<file path="src/hdl/atxps_regs.svh">
// constants of the transceiver setup sequencer: own register map, device locations, values
// assumes inclusion by bare name from the package file and the testbench
// What this block does
// - serial audio to the transmitter is left-justified or I2S only, never TDM
// - every configuration pass opens by writing 00 to page-select location 7F
// - converter master: write 00 (left-justified) or 01 (I2S) to location 03
// - converter master: write 00 to location 04, slave-mode serial port default
// - write 64, 24 or 04 to location 07 for normal, double, quad speed
// - write 00 to location 08 to enable line driver and encoded-output buffer
// - write 01 to location 09 so channel status and user bits come from page 2
// - the last configuration write is 34 to location 01, powering port and transmitter
// - converter slave: write 08 (left-justified) or 09 (I2S) to location 03
// - converter slave: write 03, 01 or 00 to location 04 per speed
// - buffer loading only after the transmitter block has been powered up
// - hold transfers at 08, page 2, write buffers, page 0, release hold
// - normal, double and quad speed cover 8kHz to 216kHz rates
`ifndef ATXPS_REGS_SVH
`define ATXPS_REGS_SVH

`define ATXPS_OFF_CTRL       8'h00
`define ATXPS_OFF_CFG        8'h04
`define ATXPS_OFF_STATUS     8'h08
`define ATXPS_OFF_BUF_BASE   8'h0C
`define ATXPS_OFF_BUF_LEN    8'h10
`define ATXPS_OFF_BUF_DATA   8'h40
`define ATXPS_OFF_BUF_END    8'h7C

`define ATXPS_CTRL_GO_CFG    0
`define ATXPS_CTRL_GO_BUF    1
`define ATXPS_STAT_BUSY      0
`define ATXPS_STAT_POWERED   1
`define ATXPS_STAT_BUF_DONE  2
`define ATXPS_STAT_REFUSED   3
`define ATXPS_STAT_STEP_LO   8

`define ATXPS_CFG_RESET      4'h0
`define ATXPS_BUF_BASE_RESET 8'h00
`define ATXPS_BUF_LEN_RESET  5'h01
`define ATXPS_BUF_LEN_MAX    5'h10

`define ATXPS_SPD_NORMAL     2'h0
`define ATXPS_SPD_DOUBLE     2'h1
`define ATXPS_SPD_QUAD       2'h2

`define ATXPS_DEV_PAGE_SEL   8'h7F
`define ATXPS_DEV_POWER      8'h01
`define ATXPS_DEV_PORT_FMT   8'h03
`define ATXPS_DEV_PORT_CLK   8'h04
`define ATXPS_DEV_TX_CLK     8'h07
`define ATXPS_DEV_TX_CTRL    8'h08
`define ATXPS_DEV_TX_SRC     8'h09

`define ATXPS_VAL_PAGE0      8'h00
`define ATXPS_VAL_PAGE2      8'h02
`define ATXPS_VAL_FMT_SLV_LJ 8'h00
`define ATXPS_VAL_FMT_SLV_I2S 8'h01
`define ATXPS_VAL_FMT_MST_LJ 8'h08
`define ATXPS_VAL_FMT_MST_I2S 8'h09
`define ATXPS_VAL_PCLK_SLAVE 8'h00
`define ATXPS_VAL_PCLK_512   8'h03
`define ATXPS_VAL_PCLK_256   8'h01
`define ATXPS_VAL_PCLK_128   8'h00
`define ATXPS_VAL_TCLK_512   8'h64
`define ATXPS_VAL_TCLK_256   8'h24
`define ATXPS_VAL_TCLK_128   8'h04
`define ATXPS_VAL_TX_RUN     8'h00
`define ATXPS_VAL_TX_HOLD    8'h01
`define ATXPS_VAL_SRC_BUF    8'h01
`define ATXPS_VAL_POWER_UP   8'h34

`define ATXPS_CFG_LAST_STEP  4'h6

`endif

</file>
<file path="src/hdl/atxps_pkg.sv">
// types of the transceiver setup sequencer
// assumes atxps_regs.svh on the include path
`include "atxps_regs.svh"
package atxps_pkg;

  typedef enum logic [2:0] {
    S_IDLE,
    S_CFG,
    S_BUF_HOLD,
    S_BUF_PAGE2,
    S_BUF_DATA,
    S_BUF_PAGE0,
    S_BUF_RUN
  } atxps_state_t;

  typedef struct packed {
    logic [1:0] speed;
    logic       i2s;
    logic       conv_slave;
  } atxps_cfg_t;

  typedef struct packed {
    logic [7:0] addr;
    logic [7:0] data;
  } atxps_dev_wr_t;

  typedef struct packed {
    logic [7:0]  addr;
    logic [31:0] data;
    logic [3:0]  strb;
  } atxps_reg_wr_t;

  function automatic logic atxps_mapped(input logic [7:0] a);
    atxps_mapped = (a[1:0] == 2'h0) &&
                   ((a <= `ATXPS_OFF_BUF_LEN) ||
                    ((a >= `ATXPS_OFF_BUF_DATA) && (a <= `ATXPS_OFF_BUF_END)));
  endfunction

endpackage

</file>
<file path="src/hdl/atxps_axil_slave.sv">
// AXI4-Lite slave front end of the setup sequencer
// assumes a master on aclk; read data is offered combinationally by the parent
module atxps_axil_slave
  import atxps_pkg::*;
(
  input  wire logic                aclk,
  input  wire logic                aresetn,
  input  wire logic [7:0]          awaddr,
  input  wire logic                awvalid,
  output logic                     awready,
  input  wire logic [31:0]         wdata,
  input  wire logic [3:0]          wstrb,
  input  wire logic                wvalid,
  output logic                     wready,
  output logic [1:0]               bresp,
  output logic                     bvalid,
  input  wire logic                bready,
  input  wire logic [7:0]          araddr,
  input  wire logic                arvalid,
  output logic                     arready,
  output logic [31:0]              rdata,
  output logic [1:0]               rresp,
  output logic                     rvalid,
  input  wire logic                rready,
  output atxps_pkg::atxps_reg_wr_t reg_wr,
  output logic                     reg_wr_pulse,
  output logic [7:0]               rd_addr,
  input  wire logic [31:0]         rd_data
);
  import atxps_pkg::*;

  localparam logic [1:0] RESP_OKAY   = 2'h0;
  localparam logic [1:0] RESP_SLVERR = 2'h2;

  logic aw_held;
  logic w_held;
  logic rd_pend;

  // write address and data may arrive in either order
  always_ff @(posedge aclk) begin
    if (!aresetn) begin
      awready      <= 1'b1;
      wready       <= 1'b1;
      aw_held      <= 1'b0;
      w_held       <= 1'b0;
      bvalid       <= 1'b0;
      bresp        <= RESP_OKAY;
      reg_wr       <= '0;
      reg_wr_pulse <= 1'b0;
    end else begin
      reg_wr_pulse <= 1'b0;
      if (awvalid && awready) begin
        reg_wr.addr <= awaddr;
        aw_held     <= 1'b1;
        awready     <= 1'b0;
      end
      if (wvalid && wready) begin
        reg_wr.data <= wdata;
        reg_wr.strb <= wstrb;
        w_held      <= 1'b1;
        wready      <= 1'b0;
      end
      if (aw_held && w_held && !bvalid) begin
        bvalid       <= 1'b1;
        bresp        <= atxps_mapped(reg_wr.addr) ? RESP_OKAY : RESP_SLVERR;
        reg_wr_pulse <= atxps_mapped(reg_wr.addr);
        aw_held      <= 1'b0;
        w_held       <= 1'b0;
      end
      if (bvalid && bready) begin
        bvalid  <= 1'b0;
        awready <= 1'b1;
        wready  <= 1'b1;
      end
    end
  end

  always_ff @(posedge aclk) begin
    if (!aresetn) begin
      arready <= 1'b1;
      rd_addr <= 8'h00;
      rd_pend <= 1'b0;
      rvalid  <= 1'b0;
      rdata   <= 32'h0000_0000;
      rresp   <= RESP_OKAY;
    end else begin
      if (arvalid && arready) begin
        rd_addr <= araddr;
        arready <= 1'b0;
        rd_pend <= 1'b1;
      end
      if (rd_pend) begin
        rd_pend <= 1'b0;
        rvalid  <= 1'b1;
        rdata   <= atxps_mapped(rd_addr) ? rd_data : 32'h0000_0000;
        rresp   <= atxps_mapped(rd_addr) ? RESP_OKAY : RESP_SLVERR;
      end
      if (rvalid && rready) begin
        rvalid  <= 1'b0;
        arready <= 1'b1;
      end
    end
  end

endmodule

</file>
<file path="src/hdl/atxps_top.sv">
// setup sequencer for an external audio transceiver: register writes over a write port
// assumes the transceiver control-bus bridge accepts one location/value pair per handshake
//
// Decided for this implementation: the register offsets and the AXI4-Lite interface to the registers.
module atxps_top
  import atxps_pkg::*;
(
  input  wire logic                aclk,
  input  wire logic                aresetn,
  input  wire logic [7:0]          awaddr,
  input  wire logic                awvalid,
  output logic                     awready,
  input  wire logic [31:0]         wdata,
  input  wire logic [3:0]          wstrb,
  input  wire logic                wvalid,
  output logic                     wready,
  output logic [1:0]               bresp,
  output logic                     bvalid,
  input  wire logic                bready,
  input  wire logic [7:0]          araddr,
  input  wire logic                arvalid,
  output logic                     arready,
  output logic [31:0]              rdata,
  output logic [1:0]               rresp,
  output logic                     rvalid,
  input  wire logic                rready,
  output atxps_pkg::atxps_dev_wr_t dev_wr,
  output logic                     dev_wr_valid,
  input  wire logic                dev_wr_ready
);
  import atxps_pkg::*;

  atxps_reg_wr_t reg_wr;
  logic          reg_wr_pulse;
  logic [7:0]    rd_addr;
  logic [31:0]   rd_data;

  atxps_cfg_t    cfg;
  atxps_cfg_t    cfg_lat;
  atxps_cfg_t    next_cfg_lat;
  logic [7:0]    buf_base;
  logic [7:0]    buf_base_lat;
  logic [7:0]    next_buf_base;
  logic [4:0]    buf_len;
  logic [4:0]    buf_len_lat;
  logic [4:0]    next_buf_len;
  logic [7:0]    buf_mem [16];
  logic          powered;
  logic          buf_done;
  logic          refused;

  atxps_state_t  state;
  atxps_state_t  next_state;
  logic [3:0]    step;
  logic [3:0]    next_step;
  logic          next_valid;

  logic          wr_lane0;
  logic          go_cfg;
  logic          go_buf;
  logic          start_cfg;
  logic          start_buf;
  logic          handshake;

  atxps_axil_slave u_axil (
    .aclk         (aclk),
    .aresetn      (aresetn),
    .awaddr       (awaddr),
    .awvalid      (awvalid),
    .awready      (awready),
    .wdata        (wdata),
    .wstrb        (wstrb),
    .wvalid       (wvalid),
    .wready       (wready),
    .bresp        (bresp),
    .bvalid       (bvalid),
    .bready       (bready),
    .araddr       (araddr),
    .arvalid      (arvalid),
    .arready      (arready),
    .rdata        (rdata),
    .rresp        (rresp),
    .rvalid       (rvalid),
    .rready       (rready),
    .reg_wr       (reg_wr),
    .reg_wr_pulse (reg_wr_pulse),
    .rd_addr      (rd_addr),
    .rd_data      (rd_data)
  );

  // port clock divider in converter-slave mode
  function automatic logic [7:0] port_clk_div(input logic [1:0] spd);
    case (spd)
      `ATXPS_SPD_DOUBLE: port_clk_div = `ATXPS_VAL_PCLK_256;
      `ATXPS_SPD_QUAD:   port_clk_div = `ATXPS_VAL_PCLK_128;
      default:           port_clk_div = `ATXPS_VAL_PCLK_512;
    endcase
  endfunction

  function automatic logic [7:0] tx_clk_div(input logic [1:0] spd);
    case (spd)
      `ATXPS_SPD_DOUBLE: tx_clk_div = `ATXPS_VAL_TCLK_256;
      `ATXPS_SPD_QUAD:   tx_clk_div = `ATXPS_VAL_TCLK_128;
      default:           tx_clk_div = `ATXPS_VAL_TCLK_512;
    endcase
  endfunction

  function automatic atxps_dev_wr_t payload(input atxps_state_t st, input logic [3:0] idx,
                                            input atxps_cfg_t c, input logic [7:0] base,
                                            input logic [7:0] byte_val);
    atxps_dev_wr_t w;
    w = '0;
    case (st)
      S_CFG: begin
        case (idx)
          4'h0: begin
            w.addr = `ATXPS_DEV_PAGE_SEL;
            w.data = `ATXPS_VAL_PAGE0;
          end
          4'h1: begin
            w.addr = `ATXPS_DEV_PORT_FMT;
            if (c.conv_slave) begin
              w.data = c.i2s ? `ATXPS_VAL_FMT_MST_I2S : `ATXPS_VAL_FMT_MST_LJ;
            end else begin
              w.data = c.i2s ? `ATXPS_VAL_FMT_SLV_I2S : `ATXPS_VAL_FMT_SLV_LJ;
            end
          end
          4'h2: begin
            w.addr = `ATXPS_DEV_PORT_CLK;
            w.data = c.conv_slave ? port_clk_div(c.speed) : `ATXPS_VAL_PCLK_SLAVE;
          end
          4'h3: begin
            w.addr = `ATXPS_DEV_TX_CLK;
            w.data = tx_clk_div(c.speed);
          end
          4'h4: begin
            w.addr = `ATXPS_DEV_TX_CTRL;
            w.data = `ATXPS_VAL_TX_RUN;
          end
          4'h5: begin
            w.addr = `ATXPS_DEV_TX_SRC;
            w.data = `ATXPS_VAL_SRC_BUF;
          end
          default: begin
            w.addr = `ATXPS_DEV_POWER;
            w.data = `ATXPS_VAL_POWER_UP;
          end
        endcase
      end
      S_BUF_HOLD: begin
        w.addr = `ATXPS_DEV_TX_CTRL;
        w.data = `ATXPS_VAL_TX_HOLD;
      end
      S_BUF_PAGE2: begin
        w.addr = `ATXPS_DEV_PAGE_SEL;
        w.data = `ATXPS_VAL_PAGE2;
      end
      S_BUF_DATA: begin
        w.addr = base + {4'h0, idx};
        w.data = byte_val;
      end
      S_BUF_PAGE0: begin
        w.addr = `ATXPS_DEV_PAGE_SEL;
        w.data = `ATXPS_VAL_PAGE0;
      end
      S_BUF_RUN: begin
        w.addr = `ATXPS_DEV_TX_CTRL;
        w.data = `ATXPS_VAL_TX_RUN;
      end
      default: w = '0;
    endcase
    return w;
  endfunction

  // register decode
  assign wr_lane0  = reg_wr_pulse && reg_wr.strb[0];
  assign go_cfg    = wr_lane0 && (reg_wr.addr == `ATXPS_OFF_CTRL) &&
                     reg_wr.data[`ATXPS_CTRL_GO_CFG];
  assign go_buf    = wr_lane0 && (reg_wr.addr == `ATXPS_OFF_CTRL) &&
                     reg_wr.data[`ATXPS_CTRL_GO_BUF];
  // reserved speed code refused so every divider write uses one valid speed
  assign start_cfg = go_cfg && (state == S_IDLE) && (cfg.speed != 2'h3);
  assign start_buf = go_buf && !go_cfg && (state == S_IDLE) && powered &&
                     (buf_len != 5'h00) && (buf_len <= `ATXPS_BUF_LEN_MAX);
  assign handshake = dev_wr_valid && dev_wr_ready;

  always_ff @(posedge aclk) begin
    if (!aresetn) begin
      cfg      <= `ATXPS_CFG_RESET;
      buf_base <= `ATXPS_BUF_BASE_RESET;
      buf_len  <= `ATXPS_BUF_LEN_RESET;
    end else if (wr_lane0) begin
      case (reg_wr.addr)
        `ATXPS_OFF_CFG:      cfg      <= reg_wr.data[3:0];
        `ATXPS_OFF_BUF_BASE: buf_base <= reg_wr.data[7:0];
        `ATXPS_OFF_BUF_LEN:  buf_len  <= reg_wr.data[4:0];
        default: ;
      endcase
    end
  end

  // buffer bytes frozen while a pass runs
  always_ff @(posedge aclk) begin
    if (!aresetn) begin
      for (int i = 0; i < 16; i++) begin
        buf_mem[i] <= 8'h00;
      end
    end else if (wr_lane0 && (state == S_IDLE) && (reg_wr.addr >= `ATXPS_OFF_BUF_DATA)) begin
      buf_mem[reg_wr.addr[5:2]] <= reg_wr.data[7:0];
    end
  end

  // refusal flag: a new refusal wins over a software clear
  always_ff @(posedge aclk) begin
    if (!aresetn) begin
      refused <= 1'b0;
    end else if ((go_cfg && !start_cfg) || (go_buf && !start_buf)) begin
      refused <= 1'b1;
    end else if (wr_lane0 && (reg_wr.addr == `ATXPS_OFF_STATUS) &&
                 reg_wr.data[`ATXPS_STAT_REFUSED]) begin
      refused <= 1'b0;
    end
  end

  always_ff @(posedge aclk) begin
    if (!aresetn) begin
      powered  <= 1'b0;
      buf_done <= 1'b0;
    end else begin
      if (start_cfg) begin
        powered  <= 1'b0;
        buf_done <= 1'b0;
      end else if (handshake && (state == S_CFG) && (step == `ATXPS_CFG_LAST_STEP)) begin
        powered <= 1'b1;
      end
      if (start_buf) begin
        buf_done <= 1'b0;
      end else if (handshake && (state == S_BUF_RUN)) begin
        buf_done <= 1'b1;
      end
    end
  end

  always_comb begin
    rd_data = 32'h0000_0000;
    case (rd_addr)
      `ATXPS_OFF_CFG:      rd_data[3:0] = cfg;
      `ATXPS_OFF_BUF_BASE: rd_data[7:0] = buf_base;
      `ATXPS_OFF_BUF_LEN:  rd_data[4:0] = buf_len;
      `ATXPS_OFF_STATUS: begin
        rd_data[`ATXPS_STAT_BUSY]     = (state != S_IDLE);
        rd_data[`ATXPS_STAT_POWERED]  = powered;
        rd_data[`ATXPS_STAT_BUF_DONE] = buf_done;
        rd_data[`ATXPS_STAT_REFUSED]  = refused;
        rd_data[`ATXPS_STAT_STEP_LO +: 4] = step;
      end
      default: begin
        if (rd_addr >= `ATXPS_OFF_BUF_DATA) begin
          rd_data[7:0] = buf_mem[rd_addr[5:2]];
        end
      end
    endcase
  end

  // snapshot taken at start so one pass uses one setting throughout
  always_comb begin
    next_cfg_lat  = start_cfg ? cfg : cfg_lat;
    next_buf_base = start_buf ? buf_base : buf_base_lat;
    next_buf_len  = start_buf ? buf_len : buf_len_lat;
  end

  // one write outstanding; advance only on its handshake
  always_comb begin
    next_state = state;
    next_step  = step;
    next_valid = dev_wr_valid;
    if (state == S_IDLE) begin
      if (start_cfg) begin
        next_state = S_CFG;
        next_step  = 4'h0;
        next_valid = 1'b1;
      end else if (start_buf) begin
        next_state = S_BUF_HOLD;
        next_step  = 4'h0;
        next_valid = 1'b1;
      end
    end else if (handshake) begin
      case (state)
        S_CFG: begin
          if (step == `ATXPS_CFG_LAST_STEP) begin
            next_state = S_IDLE;
            next_valid = 1'b0;
          end else begin
            next_step = step + 4'h1;
          end
        end
        S_BUF_HOLD:  next_state = S_BUF_PAGE2;
        S_BUF_PAGE2: begin
          next_state = S_BUF_DATA;
          next_step  = 4'h0;
        end
        S_BUF_DATA: begin
          if (({1'b0, step} + 5'h01) == buf_len_lat) begin
            next_state = S_BUF_PAGE0;
          end else begin
            next_step = step + 4'h1;
          end
        end
        S_BUF_PAGE0: next_state = S_BUF_RUN;
        S_BUF_RUN: begin
          next_state = S_IDLE;
          next_valid = 1'b0;
        end
        default: begin
          next_state = S_IDLE;
          next_valid = 1'b0;
        end
      endcase
    end
  end

  always_ff @(posedge aclk) begin
    if (!aresetn) begin
      state        <= S_IDLE;
      step         <= 4'h0;
      cfg_lat      <= `ATXPS_CFG_RESET;
      buf_base_lat <= `ATXPS_BUF_BASE_RESET;
      buf_len_lat  <= `ATXPS_BUF_LEN_RESET;
      dev_wr_valid <= 1'b0;
      dev_wr       <= '0;
    end else begin
      state        <= next_state;
      step         <= next_step;
      cfg_lat      <= next_cfg_lat;
      buf_base_lat <= next_buf_base;
      buf_len_lat  <= next_buf_len;
      dev_wr_valid <= next_valid;
      if (next_valid && (!dev_wr_valid || handshake)) begin
        dev_wr <= payload(next_state, next_step, next_cfg_lat, next_buf_base,
                          buf_mem[next_step]);
      end
    end
  end

  a_stall_holds: assert property (@(posedge aclk) disable iff (!aresetn)
    dev_wr_valid && !dev_wr_ready |=> dev_wr_valid && $stable(dev_wr))
    else $error("write payload changed while stalled");

  a_opens_page0: assert property (@(posedge aclk) disable iff (!aresetn)
    start_cfg |=> dev_wr_valid && dev_wr.addr == 8'h7F && dev_wr.data == 8'h00)
    else $error("configuration did not open with page 0 select");

  a_master_fmt: assert property (@(posedge aclk) disable iff (!aresetn)
    handshake && state == S_CFG && dev_wr.addr == 8'h03 && !cfg_lat.conv_slave
    |-> dev_wr.data == {7'h00, cfg_lat.i2s})
    else $error("wrong slave-port format value");

  a_slave_fmt: assert property (@(posedge aclk) disable iff (!aresetn)
    handshake && state == S_CFG && dev_wr.addr == 8'h03 && cfg_lat.conv_slave
    |-> dev_wr.data == {7'h04, cfg_lat.i2s})
    else $error("wrong master-port format value");

  a_port_clk: assert property (@(posedge aclk) disable iff (!aresetn)
    handshake && state == S_CFG && dev_wr.addr == 8'h04
    |-> dev_wr.data == (!cfg_lat.conv_slave ? 8'h00 :
                        cfg_lat.speed == 2'h0 ? 8'h03 : cfg_lat.speed == 2'h1 ? 8'h01 : 8'h00))
    else $error("wrong port clock divider");

  a_tx_clk: assert property (@(posedge aclk) disable iff (!aresetn)
    handshake && state == S_CFG && dev_wr.addr == 8'h07
    |-> dev_wr.data == (cfg_lat.speed == 2'h0 ? 8'h64 : cfg_lat.speed == 2'h1 ? 8'h24 : 8'h04))
    else $error("wrong transmitter clock divider");

  a_line_src: assert property (@(posedge aclk) disable iff (!aresetn)
    handshake && state == S_CFG && step == 4'h4 |=> dev_wr.addr == 8'h09 && dev_wr.data == 8'h01)
    else $error("line enable not followed by buffer source select");

  a_power_last: assert property (@(posedge aclk) disable iff (!aresetn)
    handshake && state == S_CFG && dev_wr.addr == 8'h01
    |-> dev_wr.data == 8'h34 ##1 (state == S_IDLE && powered && !dev_wr_valid))
    else $error("power-up not the final configuration write");

  a_buf_powered: assert property (@(posedge aclk) disable iff (!aresetn)
    $rose(state == S_BUF_HOLD) |-> powered && dev_wr.addr == 8'h08 && dev_wr.data == 8'h01)
    else $error("buffer load without powered transmitter");

  a_buf_release: assert property (@(posedge aclk) disable iff (!aresetn)
    handshake && state == S_BUF_PAGE0
    |-> dev_wr.data == 8'h00 ##1 (dev_wr.addr == 8'h08 && dev_wr.data == 8'h00))
    else $error("hold not released after page 0 reselect");

endmodule

</file>
<file path="config.mk">
export PLATFORM = sky130hd
export DESIGN_NAME = atxps_top
export DESIGN_NICKNAME = d
export VERILOG_FILES = /design/src/hdl/atxps_pkg.sv /design/src/hdl/atxps_axil_slave.sv /design/src/hdl/atxps_top.sv
export VERILOG_INCLUDE_DIRS = /design/src /design/src/hdl
export SDC_FILE = /design/constraint.sdc
export NUM_CORES = 1
export LEC_CHECK = 0
export BUFFER_PORTS_ARGS = -buffer_cell sky130_fd_sc_hd__buf_2
export CORE_AREA = 2 2 156 158
export CTS_CLUSTER_SIZE = 10
export DETAILED_ROUTE_END_ITERATION = 6
export DIE_AREA = 0 0 158 160
export HOLD_SLACK_MARGIN = 0.06
export PLACE_DENSITY = 0.76
export RECOVER_POWER = 25
export SYNTH_ARGS = -nofsm -noshare
export SYNTH_HDL_FRONTEND = slang
export SYNTH_SLANG_ARGS = --single-unit
</file>
<file path="constraint.sdc">
create_clock -name aclk -period 4.1 [get_ports aclk]
set_input_delay 0.615 -clock aclk [delete_from_list [all_inputs] [get_ports aclk]]
set_output_delay 0.615 -clock aclk [all_outputs]
set_load 0.02 [all_outputs]
</file>
==> run metrics, run 1 <==
status=finished, violations left; failing checks=capacitance limit, slew limit; vias in the first global route=between 9000 and 10000; top fanout value on the critical path=15; Tmin final=3.86 ns; Cells after Synth=about 1200; Routed WL=33.5 mm; fin nets=1314; Max Clock Freq=between 0.2 and 0.3 GHz; HP Class=input pin to flip-flop; Fin. Hold Viols=0; first-pass GRT wire length=52.3 mm; critical path endpoint category=flip-flop; FFs w/ async S/R, synth=0; Leakage=just under 5 nW; die width=approximately 160 um; chain of cells forming the critical path=or4_1 -> or4_4 -> nor4_4 -> buf_4 -> buf_12 -> mux2i_1 -> inv_1 -> ha_1 -> a21o_1 -> a21oi_1 -> nor2b_1 -> o21bai_1 -> nor3_1 -> xnor2_1 -> a22oi_1 -> nor2_1; reg2reg setup slack=between 0.2 and 0.25 ns; fillers=between 2000 and 2500; RSZ-0062 raised after global routing=no; drt drc=0; CP required=about 4.5 ns; placed cell count=1539; Total Power=about 0.0053 W; total core area=between 20000 and 25000 sq um; Placed Area=roughly 13000 sq um; H-Tree Depth=1; final design area excluding fillers=between 10000 and 15000 sq um; delay-heaviest family, CP=simple AND/OR/NAND/NOR gates; Die Y=160 um; # diodes=0; R2R cell count=16; Max-Cap Viols=1; number of synthesized flops with an enable pin=between 100 and 150; critical path's largest stage delay=between 0.5 and 0.6 ns; Arrival @ worst endpoint=4.29 ns; layout cells sized above 1=0.143; largest net degree at the start of global routing=between 60 and 70; synthesis warning total=0; WL/cell=around 21 um; Synth area leader=edfxtp_1; sequential power share=0.504; Top Ports=118; Mean Syn Cell Area=10.5 sq um; critical path buffer and inverter count=3; Worst Skew=~0.039 ns; WHS Endpoint=u_axil.wready; Comb power frac=0.065; PwrDens=between 300 and 400 nW/um^2; Max clock buf depth=3; DRT antenna net count=0; Final Wtd Congestion=0.917; commonest cells after routing, fill and taps aside=edfxtp_1 (128), nand2_1 (121), dfxtp_1 (112), nor2_1 (93), and2_1 (91); Crit Path Class=flip-flop to flip-flop; total clock sinks=241; top_reg_cell synth=edfxtp_1; Sw Share=0.233; Fin Hold WS=approximately 0.28 ns; synthesis-to-layout area growth=11.6%; Worst path slowest cell=or4_1; Startpoint Class=flip-flop; Num CTS Buffers=28; Clock Latency Late Sink=0.56 ns; Final Setup Violations=0; Initial Util=0.524; setup TNS=0 ns; fin crit share=0.942; Clk pwr share=0.432; Relative slew margins=-0.309; fin. max-slew vios=38; Sw Pwr=roughly 0.0012 W; clk root buf=clkbuf_16; sequential-to-total area share from yosys stat=0.489; peak supply drop=approximately 0.37 mV; post-synthesis instance area=~12000 sq um; post-synthesis register bit count=241; Port Buf Inserts=68; row count=57; clk slew on worst S/H paths=0.06 ns; Pint=slightly above 0.004 W; Worst Hold Path Cells=2; Slew @ Worst Pin=slightly below 2 ns; Starting DRT DRC Count=~1100; worst r2r dst=dev_wr[15]; Netlist cell types=between 70 and 80; top post-synthesis cells by area=edfxtp_1 (31%), dfxtp_1 (18%), mux4_2 (8.3%); RR Startpoint=u_axil.reg_wr[36]; CTS tree=built; initial antenna violation count=0; share of the synthesized area in the top cell type=0.308; hold_sp=wvalid; die area=25300 sq um; CTS hold repair buffers=0; dpl hpwl=23.7 mm; Total GRT Usage=0.267; most common cell after layout, fill and taps aside=edfxtp_1; Finished Layout Cells=roughly 1600; Remaining Overflow, GRT=0; DR vias=9617; vias per cell=around 6.1; TritonRoute pass-1 iters=6
==> cell type report <==
cell class	count	area (sq um)	share of cell area
inverters	24	90.1	0.00647
clock inverters	2	46.3	0.00333
well taps	324	405	0.0291
repair buffers	119	712	0.0511
flip-flops and latches	241	6110	0.439
clock buffers	44	781	0.0561
multi-input cells	832	5780	0.415
==> worst register-to-register path, cell delays in order, from the launching register on <==
cell and delay [ns]:
dfxtp_1 0.32, or4_1 0.56, or4_4 0.53, nor4_4 0.23
buf_4 0.18, buf_12 0.16, mux2i_1 0.24, inv_1 0.06
ha_1 0.27, a21o_1 0.17, a21oi_1 0.22, nor2b_1 0.08
o21bai_1 0.25, nor3_1 0.11, xnor2_1 0.14, a22oi_1 0.16
nor2_1 0.06
==> synth_stat cells (5+ instances only) <==
cell type,count
buf_4,25
o31ai_1,5
a21o_1,6
nand3_1,37
o21ai_0,42
and3_1,6
and2_1,91
mux2_2,9
a211oi_1,7
dfxtp_1,113
nor3_1,58
inv_1,20
a31oi_1,13
edfxtp_1,128
nand2_1,121
a22oi_1,11
ha_1,7
xnor2_1,9
mux2i_1,71
nand2b_1,7
nor2_1,93
nor4_1,6
a21oi_1,59
buf_2,9
buf_6,7
a22o_1,13
buf_1,12
clkbuf_1,62
mux4_2,46
nor2b_1,9
==> registers in the layout (all words and copies together) (netlist names), 3 cells and up, named ones only <==
register / cells
buf_base: 8
buf_base_lat: 8
buf_len: 5
buf_len_lat: 5
buf_mem: 128
cfg: 4
cfg_lat: 4
dev_wr: 16
state: 3
step: 4
u_axil.rd_addr: 8
u_axil.rdata: 12
u_axil.reg_wr: 17
==> stage by stage <==
step	utilization	setup WS [ns]
floorplan	-	0.0315
global placement	0.552	0.172
detailed placement	0.552	0.139
CTS	0.587	0.115
global route	0.584	0.00132
finish	0.584	0.236
==> kinds of logic (layout without fill, tap and decap cells) <==
logic type / Yosys count / in the layout / share of synthesized area
mux: 126 / 126 / 0.148
buf+inv: 140 / 189 / 0.0549
flops: 241 / 241 / 0.489
compound gates: 208 / 208 / 0.110
other cells: 1 / 22 / 0.000301
fa+ha+maj: 8 / 8 / 0.00862
simple gates: 456 / 456 / 0.181
xor+xnor: 12 / 12 / 0.00842
==> worst max-delay path by stage <==
| stage | from | endpoint | cells after the start |
|---|---|---|---|
| floorplan | u_axil.reg_wr[36] | dev_wr[14] | 20 |
| global placement | u_axil.reg_wr[36] | dev_wr[15] | 15 |
| detailed placement | u_axil.reg_wr[36] | dev_wr[15] | 15 |
| CTS | u_axil.reg_wr[36] | dev_wr[15] | 15 |
| global route | u_axil.reg_wr[36] | dev_wr[15] | 16 |
| finish | u_axil.reg_wr[36] | dev_wr[15] | 16 |
==> what timing repair did <==
action | CTS | global route
endpoints found under the setup margin | 0 | 3
setup buffers | 0 | 1
gates resized for setup | 0 | 1
hold endpoints to repair | 0 | 0
==> power groups by stage <==
stage	clock [W]	combinational, W	sequential, W
2_1_floorplan	0	0.000259	0.00269
3_3_place_gp	0	0.000337	0.00273
3_5_place_dp	0	0.000343	0.00273
4_1_cts	0.00232	0.000345	0.00268
5_1_grt	0.00241	0.000371	0.00270
6_report	0.00230	0.000345	0.00269
==> metal layers <==
| layer | track usage | share of wire | vias up |
|---|---|---|---|
| met1 | 0.362 | 0.40 | 4611 |
| met2 | 0.422 | 0.46 | 485 |
| li1 | - | - | 4415 |
| met5 | 0 | 0 | - |
| met3 | 0.0529 | 0.092 | 106 |
| met4 | 0.110 | 0.042 | 0 |
(Power assumes the default switching activity.)
==> run 2: changes to the inputs <==
Settings changed: ABC_AREA from default to 1, PLACE_DENSITY 0.76 to 0.77.
==> run 2 against run 1 <==
  * The run still ends with capacitance limit, slew limit left
  * Cell area shrank 0.76%
  * Clock skew shrank 0.021 ns
  * Worst hold slack gained 0.017 ns
  * Power grew 3.4%
  * Clock power grew 2%
  * Sequential share of layout area grew 0.34 points
  * Flip-flop and latch count is the same
  * Critical endpoint is now dev_wr[5]
==> run metrics, run 2 <==
Port Buf Inserts=68 (unchanged); Die Y=160 um (unchanged); Commonest cells post-synth=nand2_1 (326), nor2_1 (248), inv_1 (150), o21ai_0 (141); Starting DRT DRC Count=1400 (+22%); DRT antenna net count=0 (unchanged); Arrival @ worst endpoint=4.33 ns (+0.04 ns); setup TNS=0 ns (unchanged); Num CTS Buffers=29 (+3.6%); clk root buf=clkbuf_16; first-pass GRT wire length=57.2 mm (+9.4%); RR Startpoint=step[0]; hold_sp=rready; most common cell after layout, fill and taps aside=nand2_1; max reg flops=128 (unchanged); critical path endpoint category=flip-flop; synthesis warning total=0 (unchanged); RSZ-0062 raised after global routing=no; sequential-to-total area share from yosys stat=0.486 (-0.00370); Max-Cap Viols=1 (unchanged); Netlist cell types=51 (-31%); Initial Util=0.528 (+0.00399); Total GRT Usage=0.289 (+0.0216); Max clock buf depth=3 (unchanged); share of the synthesized area in the top cell type=0.306 (-0.00233); Crit. Startpoint=step[0]; H-Tree Depth=1 (unchanged); Startpoint Class=flip-flop; Clock Latency Late Sink=0.56 ns (about the same); Final Setup Violations=0 (unchanged); CP required=4.51 ns (-0.02 ns); total clock sinks=241 (unchanged); number of synthesized flops with an enable pin=128 (unchanged); Place WS=0.500 ns (+0.361 ns); vias in the first global route=10800 (+16%); vias per cell=5.76 (-5.1%); postcts setup bufs=0 (unchanged); CTS hold repair buffers=0 (unchanged); Tmin final=3.91 ns (+0.0509 ns); Synth area leader=edfxtp_1; clk slew on worst S/H paths=0.05 ns (about the same); HP Class=input pin to flip-flop; TritonRoute pass-1 iters=7 (+1); Final Util=0.580 (-0.00446); fin nets=1742 (+33%); Leakage=5.51 nW (+13%); Remaining Overflow, GRT=0 (unchanged); top_reg_cell synth=edfxtp_1; Crit Path Class=flip-flop to flip-flop; top post-synthesis cells by area=edfxtp_1 (31%), dfxtp_1 (18%), nand2_1 (9.7%); DR vias=11600 (+21%); status=finished, violations left; largest net degree at the start of global routing=106 (+68%); # diodes=0 (unchanged); layout cells sized above 1=0.0678 (-0.0756); synthesis-to-layout area growth=9.89%; drt drc=0 (unchanged); initial antenna violation count=0 (unchanged); row count=57 (unchanged); Max Clock Freq=0.255 GHz (-1.3%); Slew @ Worst Pin=1.70 ns (-0.263 ns); dpl hpwl=24.6 mm (+4.0%); peak supply drop=0.315 mV (-15%); Top reg by flops=buf_mem; most common cell in the netlist=nand2_1; fin. max-slew vios=85 (+120%); Routed WL=36.4 mm (+8.9%); Cells after Synth=1635 (+37%); PwrDens=399 nW/um^2 (+4.2%); post-synthesis register bit count=241 (unchanged); Worst Skew=0.0184 ns (-0.0210 ns); die area=25300 sq um (unchanged); WL/cell=18.0 um (-14%); commonest cells after routing, fill and taps aside=nand2_1 (326), nor2_1 (249), inv_1 (151), o21ai_0 (141); FFs w/ async S/R, synth=0 (unchanged); Relative slew margins=-0.133 (+0.175); setup ws final=0.185 ns (-0.0509 ns); total core area=23800 sq um (unchanged); Top Ports=118 (unchanged); placed cell count=1967 (+28%); Mean Syn Cell Area=7.69 sq um (-27%); post-CTS resize count=0 (unchanged); Final Wtd Congestion=1.01 (+10%); biggest regs=buf_mem: 128 flops, u_axil.reg_wr: 17 flops, dev_wr: 16 flops; failing checks=capacitance limit, slew limit; Finished Layout Cells=2019 (+27%); top fanout value on the critical path=21 (+6); post-synthesis instance area=12600 sq um (+0.76%); die width=158 um (unchanged); fin crit share=0.955 (+0.0124); Fin. Hold Viols=0 (unchanged); CTS tree=built
run 2: changes by cell type in the layout (fill, tap and decap cells not counted), moves of 41 or more:
cell	before	now
and2_1	91	2
nor3_1	58	17
mux2i_1	71	1
mux4_2	46	0
nor2_1	93	249
nand2_1	121	326
inv_1	21	151
nand3_1	37	106
a21oi_1	59	128
o21ai_0	42	141
run 2: cell families (layout without fill, tap and decap cells):
family	after synthesis	in the layout	synth area share
other	1	22	0.000298
and+or+nand+nor	752	752	0.253
DFF	241	241	0.486
xor gates and xnor gates	4	4	0.00279
muxes	1	1	0.000796
AOI/OAI and AO/OA	356	356	0.156
adders and majority gates	8	8	0.00856
buffers and inverters	272	311	0.0928
run 2: layout make-up:
type                    count  area (sq um)
fillers                  2191         10000
flip-flops and latches    241          6110
multi-input cells        1143          5370
clock buffers              50           835
inverters                 175           659
repair buffers             84           420
well taps                 324           405
clock inverters             2          17.5
run 2: final timing paths:
check | endpoint | slack [ns] | cells past startpoint
worst max-delay path | dev_wr[5] | 0.19 | 20
worst max register to register | dev_wr[5] | 0.19 | 20
worst min register to register | u_axil.aw_held | 0.45 | 2
worst min-delay path | u_axil.arready | 0.30 | 3
run 2: report_power, final:
part,switching (W),leakage [nW],internal (W)
clock network,0.000974,0.409,0.00137
registers,0.0000444,2.24,0.00261
logic,0.000391,2.86,0.000125
run 2: critical path, stage by stage, from the launching register on:
cell	delay, ns
dfxtp_1	0.49
inv_1	0.14
ha_1	0.36
xor2_1	0.17
nand3_1	0.09
nor2_1	0.18
nand2_1	0.09
nand2_1	0.07
nand2_1	0.04
nand2_1	0.06
nand2_2	0.08
nand2_2	0.08
nand2_4	0.20
nor2_1	0.85
nand2_1	0.12
o211ai_1	0.14
nor2_1	0.06
nor2_1	0.31
nor2_1	0.11
nor2_1	0.10
nor2_1	0.04
run 2: through the flow:
stage	hold WS, ns	power [W]	instance area [sq um]
4_1_cts	0.295	0.00551	13900
3_5_place_dp	0.451	0.00321	13000
6_report	0.297	0.00552	13800
3_3_place_gp	0.441	0.00319	13000
2_1_floorplan	0.429	0.00305	12700
5_1_grt	0.324	0.00568	13800
run 2: per-layer routing:
layer	routed length, um	share of wire	track usage
met5	0	0	0
met4	1410	0.039	0.110
met3	4150	0.11	0.0646
met2	16100	0.44	0.440
met1	14800	0.40	0.403
==> run 3: changes to the inputs <==
Clock period 4.1 ns to 3.56 ns, I/O delays scaled along.
==> run 3 against run 2 <==
  * The run still ends with capacitance limit, slew limit left
  * First-iteration DRC count is 24% higher
  * Global-route usage is 0.52 points lower
  * Critical path type unchanged
  * Combinational power is 16% higher
==> run metrics, run 3 (synthesis gave the netlist of run 2 again) <==
postcts setup bufs=0 (unchanged); critical path endpoint category=flip-flop; Finished Layout Cells=2031 (+0.59%); Startpoint Class=flip-flop; critical path buffer and inverter count=4 (+3); fin crit share=0.935 (-0.0196); Tmin final=3.33 ns (-0.585 ns); Worst path slowest cell=dfxtp_1; setup TNS=0 ns (unchanged); Leakage=5.60 nW (+1.8%); total core area=23800 sq um (unchanged); Max Clock Freq=0.300 GHz (+18%); failing checks=capacitance limit, slew limit; synthesis-to-layout area growth=11.2%; row count=57 (unchanged); drt drc=0 (unchanged); peak supply drop=0.409 mV (+30%); Clock Latency Late Sink=0.56 ns (about the same); fin. max-slew vios=85 (unchanged); Starting DRT DRC Count=1735 (+24%); fin nets=1755 (+0.75%); die area=25300 sq um (unchanged); Max clock buf depth=3 (unchanged); Fin. Hold Viols=0 (unchanged); dpl hpwl=25.0 mm (+1.6%); Worst Skew=0.0244 ns (+0.00604 ns); critical path's largest stage delay=0.31 ns (-0.54 ns); commonest cells after routing, fill and taps aside=nand2_1 (325), nor2_1 (248), inv_1 (152), o21ai_0 (141); Relative slew margins=-0.122 (+0.0116); Initial Util=0.528 (unchanged); post-CTS resize count=0 (unchanged); CP required=4.03 ns (-0.48 ns); clk root buf=clkbuf_16; Final Wtd Congestion=0.992 (-1.8%); PwrDens=463 nW/um^2 (+16%); total clock sinks=241 (unchanged); Max-Cap Viols=1 (unchanged); # diodes=0 (unchanged); vias per cell=5.79 (+0.57%); Total Power=0.00647 W (+17%); top fanout value on the critical path=40 (+90%); Top Ports=118 (unchanged); Die Y=160 um (unchanged); Total GRT Usage=0.284 (-0.00523); DR vias=11800 (+1.2%); TritonRoute pass-1 iters=7 (unchanged); Routed WL=36.3 mm (-0.49%); clk slew on worst S/H paths=0.06 ns (about the same); Arrival @ worst endpoint=3.80 ns (-0.53 ns); Port Buf Inserts=68 (unchanged); Slew @ Worst Pin=1.68 ns (-0.0175 ns); status=finished, violations left; most common cell after layout, fill and taps aside=nand2_1; first-pass GRT wire length=56.1 mm (-1.9%); vias in the first global route=10700 (-0.47%); CTS hold repair buffers=0 (unchanged); Final Setup Violations=0 (unchanged); initial antenna violation count=0 (unchanged); RSZ-0062 raised after global routing=no; HP Class=input pin to flip-flop; biggest regs=buf_mem: 128 flops, u_axil.reg_wr: 17 flops, dev_wr: 16 flops; DRT antenna net count=0 (unchanged); placed cell count=1980 (+0.66%); max reg flops=128 (unchanged); delay-heaviest family, CP=simple AND/OR/NAND/NOR gates; Crit Path Class=flip-flop to flip-flop; Remaining Overflow, GRT=0 (unchanged); Top reg by flops=buf_mem; H-Tree Depth=1 (unchanged); WL/cell=17.9 um (-1.1%); layout cells sized above 1=0.0791 (+0.0112); chain of cells forming the critical path=nor2_1 -> nand2_1 -> nor2_1 -> nand4_1 -> nand3_2 -> nand2_1 -> nand2_1 -> nand3_2 -> nand2_4 -> buf_6 -> inv_2 -> nor2_1 -> buf_4 -> nand2_1 -> nand3_1 -> nand2_1 -> nand2_1 -> inv_1 -> nand2_1 -> nand2_1 -> a21oi_1; critical path's most frequent cell=nand2_1; Num CTS Buffers=29 (unchanged); largest net degree at the start of global routing=106 (unchanged); CTS tree=built; die width=158 um (unchanged)
## run 3: through the flow
step	hold slack, ns	area [sq um]	util	setup WS [ns]
after global placement	0.440	13100	0.550	0.248
after detailed placement	0.447	13100	0.550	0.196
after floorplan	0.429	12700	-	0.195
after global routing	0.236	14000	0.587	0.000692
final	0.216	14000	0.587	0.231
after CTS	0.210	14000	0.588	0.168
## run 3: cell type report
type	count	area, sq um
well taps	324	405
flip-flops and latches	241	6110
multi-input cells	1143	5390
inverters	175	659
clock buffers	50	886
clock inverters	1	20.0
repair buffers	97	513
fillers	2157	9840
## run 3: report_power, final
group / internal, W / switching, W / total, W / leakage, nW
clock network: 0.00168 / 0.00113 / 0.00281 / 0.439
registers: 0.00301 / 0.0000525 / 0.00306 / 2.24
logic: 0.000148 / 0.000449 / 0.000597 / 2.93
total: 0.00483 / 0.00163 / 0.00647 / 5.60
## run 3: tightest hold or removal path, cell delays in order
cell     delay (ns)
buf_2          0.08
a21oi_1        0.08
nand2_1        0.06
## run 3: metal layers
layer,vias to the layer above,part of all wire,track usage
li1,5517,-,-
met1,5455,0.41,0.399
met2,672,0.46,0.442
met3,112,0.10,0.0488
met4,0,0.037,0.100
met5,-,0,0
## run 3: final timing paths
kind                     startpoint        endpoint  slack (ns)  cells after the start
setup reg to reg  u_axil.reg_wr[36]       dev_wr[2]        0.23                     21
hold / removal               rready  u_axil.arready        0.22                      3
setup / recovery  u_axil.reg_wr[36]       dev_wr[2]        0.23                     21
hold reg to reg       u_axil.w_held   u_axil.w_held        0.46                      2
